**src/rtl/exec_pkg.sv**
```systemverilog
// Constants and types shared by the arithmetic, bit and branch execution unit
package exec_pkg;
  localparam int DATA_W    = 8;
  localparam int PC_W      = 15;
  localparam int OFS_W     = 9;
  localparam int BITSEL_W  = 3;
  localparam int MSB_POS   = 7;
  localparam int NIB_W     = 4;
  localparam logic [DATA_W-1:0] ZERO_BYTE = 8'h00;
  localparam logic [PC_W-1:0]   PC_RESET  = 15'h0000;
  localparam logic [PC_W-1:0]   PC_STEP   = 15'h0001;

  // Operation codes presented by the decoder
  typedef enum logic [2:0] {
    OP_NOP                  = 3'b000,
    OP_ADD_WREG_TO_FILE     = 3'b001,
    OP_ADD_WREG_FILE_CARRY  = 3'b010,
    OP_ARITH_SHIFT_RIGHT    = 3'b011,
    OP_CLEAR_FILE_BIT       = 3'b100,
    OP_TEST_BIT_SKIP_CLEAR  = 3'b101,
    OP_RELATIVE_BRANCH      = 3'b110
  } exec_op_t;

  // Destination select values
  localparam logic DEST_WREG = 1'b0;
  localparam logic DEST_FILE = 1'b1;

  // Execution sequencer
  typedef enum logic [0:0] {
    ST_EXEC  = 1'b0,
    ST_FLUSH = 1'b1
  } exec_state_t;
endpackage

```
**src/rtl/arith_bit_branch_exec.sv**
```systemverilog
// Execution datapath for add, shift, bit clear, bit test skip and relative branch
// Contract
// RULE1 - Add working register to file byte; update carry, digit carry, zero.
// RULE2 - Destination bit 0 writes working register, 1 writes file byte back.
// RULE3 - Add working register, carry and file byte; update carry, digit carry, zero.
// RULE4 - Arithmetic right shift keeps bit 7, old bit 0 to carry, sets carry and zero.
// RULE5 - Bit clear zeroes selected bit 0..7 of file byte; flags untouched.
// RULE6 - Skip-if-clear discards next instruction when bit is zero, two cycles.
// RULE7 - Branch target is branch address plus one plus signed 9-bit offset.
// RULE8 - Relative branch always takes two instruction cycles.
// RULE9 - PC change or true test costs two cycles, second is a no-operation.
// RULE10 - Digit carry is carry out of bit 3; zero set when result is zero.
// RULE11 - Carry set when add sum overflows bit 7, else cleared.
`timescale 1ns/100ps
module arith_bit_branch_exec
  import exec_pkg::*;
(
  // Clock and reset
  input  wire logic                clk,
  input  wire logic                sys_rst,
  // Decoded instruction
  input  wire logic                instr_valid,
  input  wire exec_op_t            instr_op,
  input  wire logic                instr_dest,
  input  wire logic [BITSEL_W-1:0] instr_bit,
  input  wire logic [OFS_W-1:0]    instr_offset,
  input  wire logic [PC_W-1:0]     instr_pc,
  // Addressed file byte read data
  input  wire logic [DATA_W-1:0]   file_rdata,
  // File byte write back
  output logic                     file_we,
  output logic [DATA_W-1:0]        file_wdata,
  // Working register and flags
  output logic [DATA_W-1:0]        wreg,
  output logic                     carry_flag,
  output logic                     digit_carry_flag,
  output logic                     zero_flag,
  // Program counter control
  output logic                     pc_load,
  output logic [PC_W-1:0]          pc_target,
  // Second-cycle no-operation marker
  output logic                     flush_cycle
);

  // Sequencer state and datapath intermediates
  exec_state_t         state;
  logic [DATA_W:0]     sum_full;
  logic [NIB_W:0]      nib_sum;
  logic [DATA_W-1:0]   result;
  logic                next_carry;
  // Decode qualifiers
  logic                writes_result;
  logic                sets_add_flags;
  logic                take_two;
  logic                accept;
  logic                branch_go;

  // Set one bit of a byte to zero
  // The mask follows the index, so any of the eight bits can be chosen
  function automatic logic [DATA_W-1:0] clear_bit(input logic [DATA_W-1:0] v,
                                                   input logic [BITSEL_W-1:0] b);
    logic [DATA_W-1:0] m;
    m = ~(8'h01 << b);
    return v & m;
  endfunction

  // True when the decoder presents a relative branch
  function automatic logic is_branch(input exec_op_t o);
    return o == OP_RELATIVE_BRANCH;
  endfunction

  // Instructions are ignored while the flush cycle runs, the decoder must hold off
  // No stall output: an instruction offered in the flush cycle is simply lost
  assign accept = instr_valid && (state == ST_EXEC);

  // One decode of the branch feeds both the strobe and the target register
  assign branch_go = accept && is_branch(instr_op);

  // Arithmetic results
  // Defaults keep the process free of latches and hold the carry
  always_comb begin
    sum_full       = '0;
    nib_sum        = '0;
    result         = ZERO_BYTE;
    next_carry     = carry_flag;
    writes_result  = 1'b0;
    sets_add_flags = 1'b0;
    take_two       = 1'b0;
    case (instr_op)
      OP_ADD_WREG_TO_FILE: begin
        // Plain sum; the nibble sum gives the carry out of bit 3
        sum_full       = {1'b0, wreg} + {1'b0, file_rdata}; // RULE1
        nib_sum        = {1'b0, wreg[NIB_W-1:0]} + {1'b0, file_rdata[NIB_W-1:0]};
        result         = sum_full[DATA_W-1:0];
        next_carry     = sum_full[DATA_W]; // RULE11
        writes_result  = 1'b1;
        sets_add_flags = 1'b1;
      end
      OP_ADD_WREG_FILE_CARRY: begin
        // RULE3
        // Carry in is the flag as it stands before this instruction
        sum_full       = {1'b0, wreg} + {1'b0, file_rdata} + {{DATA_W{1'b0}}, carry_flag};
        nib_sum        = {1'b0, wreg[NIB_W-1:0]} + {1'b0, file_rdata[NIB_W-1:0]}
                         + {{NIB_W{1'b0}}, carry_flag};
        result         = sum_full[DATA_W-1:0];
        next_carry     = sum_full[DATA_W]; // RULE11
        writes_result  = 1'b1;
        sets_add_flags = 1'b1;
      end
      OP_ARITH_SHIFT_RIGHT: begin
        // Bit 7 copied into itself keeps the sign
        result        = {file_rdata[MSB_POS], file_rdata[MSB_POS:1]}; // RULE4
        next_carry    = file_rdata[0]; // RULE4
        writes_result = 1'b1;
      end
      OP_CLEAR_FILE_BIT: begin
        // Written back whatever the destination bit says
        result = clear_bit(file_rdata, instr_bit); // RULE5
      end
      OP_TEST_BIT_SKIP_CLEAR: begin
        // A set bit lets the next instruction run in one cycle
        // Flags and data memory are not touched by the test
        take_two = ~file_rdata[instr_bit]; // RULE6
      end
      OP_RELATIVE_BRANCH: begin
        // Target is formed in the branch process below
        take_two = 1'b1; // RULE8
      end
      default: begin
        result = ZERO_BYTE;
      end
    endcase
  end

  // Two-cycle sequencer; second cycle runs as a no-operation
  // flush_cycle mirrors the flush state so the decoder sees the drop
  always_ff @(posedge clk) begin
    if (sys_rst) begin
      state       <= ST_EXEC;
      flush_cycle <= 1'b0;
    end else begin
      case (state)
        ST_EXEC: begin
          // Branch and taken skip claim the next cycle
          if (accept && take_two) begin
            state       <= ST_FLUSH; // RULE9
            flush_cycle <= 1'b1; // RULE9
          end else begin
            flush_cycle <= 1'b0;
          end
        end
        ST_FLUSH: begin
          // The instruction offered now is the discarded one
          state       <= ST_EXEC;
          flush_cycle <= 1'b0;
        end
        default: begin
          // Unreachable with a one-bit state, kept as a safe return
          state       <= ST_EXEC;
          flush_cycle <= 1'b0;
        end
      endcase
    end
  end

  // Working register destination
  // Only the adds and the shift may target the working register
  always_ff @(posedge clk) begin
    if (sys_rst) begin
      wreg <= ZERO_BYTE;
    end else if (accept && writes_result && instr_dest == DEST_WREG) begin
      wreg <= result; // RULE2
    end
  end

  // File write-back strobe; bit clear always writes the byte back
  // Data follows the datapath every cycle; only the strobe qualifies it
  always_ff @(posedge clk) begin
    if (sys_rst) begin
      file_we    <= 1'b0;
      file_wdata <= ZERO_BYTE;
    end else begin
      file_we    <= accept && ((writes_result && instr_dest == DEST_FILE) // RULE2
                               || instr_op == OP_CLEAR_FILE_BIT); // RULE5
      file_wdata <= result;
    end
  end

  // Status flags; bit ops and branch leave them alone
  // The shift has no nibble carry, so digit carry keeps its value
  always_ff @(posedge clk) begin
    if (sys_rst) begin
      carry_flag       <= 1'b0;
      digit_carry_flag <= 1'b0;
      zero_flag        <= 1'b0;
    end else if (accept && writes_result) begin
      // Zero follows the 8-bit result of each writing instruction
      carry_flag <= next_carry; // RULE4
      zero_flag  <= (result == ZERO_BYTE); // RULE10
      if (sets_add_flags) begin
        digit_carry_flag <= nib_sum[NIB_W]; // RULE10
      end
    end
  end

  // Branch target from incremented PC plus sign-extended offset
  // pc_target holds after the pulse so the fetch side may sample it late
  always_ff @(posedge clk) begin
    if (sys_rst) begin
      pc_load   <= 1'b0;
      pc_target <= PC_RESET;
    end else begin
      pc_load <= branch_go;
      if (branch_go) begin
        // Wraps modulo the PC width, like the fetch counter
        pc_target <= instr_pc + PC_STEP
                     + {{(PC_W-OFS_W){instr_offset[OFS_W-1]}}, instr_offset}; // RULE7
      end
    end
  end

endmodule

```
**config.mk**
```make
export PLATFORM = sky130hd
export DESIGN_NAME = arith_bit_branch_exec
export DESIGN_NICKNAME = d
export VERILOG_FILES = /design/src/rtl/exec_pkg.sv /design/src/rtl/arith_bit_branch_exec.sv
export SDC_FILE = /design/constraint.sdc
export NUM_CORES = 1
export LEC_CHECK = 0
export ABC_AREA = 1
export BUFFER_PORTS_ARGS = -buffer_cell sky130_fd_sc_hd__buf_2
export CAP_MARGIN = 25
export CORE_ASPECT_RATIO = 2
export CORE_MARGIN = 5
export CORE_UTILIZATION = 54
export DETAILED_ROUTE_END_ITERATION = 7
export GPL_TIMING_DRIVEN = 1
export MAX_ROUTING_LAYER = met4
export PLACE_DENSITY = 0.82
export SLEW_MARGIN = 20
export SYNTH_ARGS = -nofsm -noshare
export SYNTH_HDL_FRONTEND = slang
export SYNTH_SLANG_ARGS = --single-unit
export TNS_END_PERCENT = 5
```
**constraint.sdc**
```tcl
create_clock -name clk -period 2.5 [get_ports clk]
set_input_delay 0.125 -clock clk [delete_from_list [all_inputs] [get_ports clk]]
set_output_delay 0.125 -clock clk [all_outputs]
set_load 0.005 [all_outputs]
```
==> impl_results.md <==
* Clock root buffer master: sky130_fd_sc_hd__clkbuf_8
* Number of warning messages in the yosys log at 0
* Critical Path AT at 2.65 ns
* Gr usage total at 0.2584
* Leakage power at 2.001 nW
* Post-placement cell count at 608
* Maximum fanout encountered on the critical timing path at 3
* R2r worst-path depth at 16
* Type of the worst min-delay path: in2reg
* Area growth from synthesis to layout at 21.56%
* Register cell area after layout at 744.5 um^2
* Peak ir drop on the vdd network at 429.6 uV
* Die Footprint at 7177 um^2
* Proportion of synthesized chip area in sequential cells at 0.2493
* Tightest hold margin at 0.1581 ns
* Capture instance of the worst register-to-register path: zero_flag
* Timing startpoint of the critical path: wreg[0]
* Iteration-0 DRC Markers at 227
* Length of the first detailed-routing pass in iterations at 5
* Count of non-filler cells in the finished layout at 617
* Post-synthesis cell area at 2972 um^2
* Max-slew violation total from the final report at 0
* Global placement routability congestion at 0.9412
* Number of antenna violations at the first check in global routing at 0
* CTS sink count at 37
* Vias in the first global route at 3369
* Wire length per cell after detailed routing at 14.75 um
* Final HPWL DP at 7240 um
* Number of cell rows at 38
* Number of nets in the layout at 625
* TritonCTS clock tree: yes
* Share of final-layout standard cells stronger than drive strength 1 at 0.2226
* Number of maximum-capacitance violations at 0
* Final-layout fill cell count at 505
* Final setup violation count at 0
* Total grt overflow at 0
* Worst Path Required at 2.73 ns
* H-tree depth at 2
* Period Utilization, post-route at 0.9696
* Clock slew at reported path FFs at 0.07 ns
* Top Ports at 79
* IO buf count at 78
* Clock buffers created by TritonCTS at 5
* Post-synth net total at 543
* Final core utilization at 0.6723
* Total Wirelength at 9098 um
* Setup total negative slack at 0 ns
* Register bit total from synthesis at 37
* Mapped Cells at 475
* Total DRC errors in the routed layout at 0
* Clock buffer depth at 2
* Worst Setup EP: zero_flag
* Unique masters post-synth at 37
* Routed via count divided by cell count at 5.502
* Via Count at 3395
* Vertical die dimension at 114.9 um
* Source-to-sink clock delay at the later pin of the worst-skew pair at 0.29 ns
* Total chip power at 1.487 mW
* Pin count of the biggest net entering global routing at 23
* Post-detailed-route count of antenna-violating nets at 0
* Floorplan Core Area at 5373 um^2
* Synthesized area per cell at 6.256 um^2
* Critical path capture point type: flip-flop
* Cts-stage hold buffer count at 0
* Number of diodes added for antenna fixing at 0
* DIE WIDTH at 62.46 um
* Run status: completed
* Least-Margin Pin Slew at 0.6599 ns
* Startpoint kind of the worst setup timing path: flip-flop
* Highest clock frequency the design can meet at 412.6 MHz
* First-pass GRT wire length at 14590 um
* Final Hold Vio Count at 0
* Unrepaired setup endpoints after global routing: true
* Worst hold path cell count at 4
* Post-layout min period at 2.424 ns
* Critical setup path kind: reg2reg
* Effective utilization at floorplan at 0.5531
* Slew HR at 0.5596
* Total area of multi-input combinational cells at 1982 um^2
* Power density over cell area at 411.6 nW/um^2
* Clk_skew at 0.007708 ns
* Reg-to-reg slack, setup at 0.08 ns
* Worst R2R Start: wreg[0]
-- per-stage QoR --
stage | instance area, um^2 | worst slack, ns
3_3_place_gp | 3425 | 0.1342
2_1_floorplan | 2972 | 0.2353
4_1_cts | 3511 | 0.01539
3_5_place_dp | 3425 | 0.04661
6_report | 3612 | 0.07608
5_1_grt | 3612 | -0.07873
-- sequential cells by signal, summed over array words and instances, names as in the netlist --
signal and cells:
file_wdata 8, file_we 1, pc_target 15, digit_carry_flag 1
state 1, wreg 8, pc_load 1, carry_flag 1
zero_flag 1
-- how the worst min path moves through the flow --
stage | endpoint | slack [ns] | startpoint
after floorplan | pc_load | 0.21 | sys_rst
after global placement | wreg[2] | 0.46 | instr_dest
after detailed placement | wreg[2] | 0.46 | instr_dest
after CTS | wreg[2] | 0.14 | instr_dest
after global routing | file_we | 0.17 | instr_dest
final | wreg[2] | 0.16 | instr_dest
-- power breakdown --
| part | internal (mW) | switching [mW] |
|---|---|---|
| Sequential | 0.610 | 0.0103 |
| Combinational | 0.168 | 0.268 |
| Clock | 0.219 | 0.211 |
| Total | 0.997 | 0.490 |
-- cells in the mapped netlist (all sizes together) --
cell type  number  area (um^2)
a21boi          1        7.510
o21bai          1        7.510
a22oi           1        7.510
a21oi          32        167.7
clkinv          1        3.750
xor2            6        52.55
or2             1        6.260
a31o            1        8.760
nand3          37        190.2
o211ai          2        15.01
nor3            4        20.02
o31ai           1        7.510
o21a            3        22.52
ha             24        300.3
nand4           8        50.05
clkbuf          5        18.77
nor2           63        259.0
dfxtp          37        740.7
nand2         109        414.2
o221ai          1        8.760
inv            78        292.8
o21ai          38        190.2
fa              2        40.04
nand3b          4        30.03
a221oi          1        8.760
a31oi           3        18.77
buf             3        16.26
xnor2           5        43.79
a21o            3        22.52
-- worst max-delay path, cell delays in order, from the launching register on --
cell	delay, ns
sky130_fd_sc_hd__dfxtp_4	0.38
sky130_fd_sc_hd__ha_4	0.15
sky130_fd_sc_hd__inv_2	0.04
sky130_fd_sc_hd__fa_1	0.53
sky130_fd_sc_hd__inv_2	0.06
sky130_fd_sc_hd__ha_4	0.21
sky130_fd_sc_hd__nand3_2	0.07
sky130_fd_sc_hd__nand3_2	0.08
sky130_fd_sc_hd__nor2_4	0.14
sky130_fd_sc_hd__nand3_2	0.07
sky130_fd_sc_hd__nor2_2	0.13
sky130_fd_sc_hd__nand2_1	0.06
sky130_fd_sc_hd__nor2_1	0.11
sky130_fd_sc_hd__nand2_1	0.06
sky130_fd_sc_hd__nor2_1	0.08
sky130_fd_sc_hd__nand2_1	0.07
sky130_fd_sc_hd__a21oi_2	0.12
-- repair_timing --
item | in CTS | in global routing
setup buffers | 0 | 2
hold endpoints to repair | 0 | 0
setup endpoints to repair | 0 | 6
resized for setup | 0 | 21
-- placed cells by master, fill, tap and decap left out, types with 5 or more instances in the layout --
cell type,instances
sky130_fd_sc_hd__o21ai_0,37
sky130_fd_sc_hd__nand3_1,32
sky130_fd_sc_hd__buf_4,5
sky130_fd_sc_hd__nor2_1,52
sky130_fd_sc_hd__ha_1,22
sky130_fd_sc_hd__xor2_1,6
sky130_fd_sc_hd__inv_1,70
sky130_fd_sc_hd__dfxtp_1,36
sky130_fd_sc_hd__nand4_1,8
sky130_fd_sc_hd__inv_2,8
sky130_fd_sc_hd__buf_2,78
sky130_fd_sc_hd__clkbuf_8,6
sky130_fd_sc_hd__xnor2_1,5
sky130_fd_sc_hd__nand2_1,105
sky130_fd_sc_hd__a21oi_1,30
sky130_fd_sc_hd__nor2_2,7
-- per-layer routing --
metal	GRT usage	routed length (um)	vias up	part of all wire
li1	-	-	1700	-
met1	0.2276	3072	1532	0.34
met2	0.4896	4969	126	0.55
met3	0.03128	435	37	0.048
met4	0.1870	622	0	0.068
met5	-	0	-	0
-- area by class of cell --
class / count / area share
Clock buffer: 7 / 0.02390
Inverter: 79 / 0.08209
Multi-Input combinational cell: 351 / 0.5487
Sequential cell: 37 / 0.2061
Tap cell: 60 / 0.02078
Timing Repair Buffer: 83 / 0.1185
-- cells by family after synthesis --
group,synth area share
adders and majority gates,0.1145
xor gates and xnor gates,0.03242
DFF,0.2493
buffers and inverters,0.1116
AOI/OAI and AO/OA,0.1659
and+or+nand+nor,0.3263
Note: power is estimated with default switching activity, not from simulation.
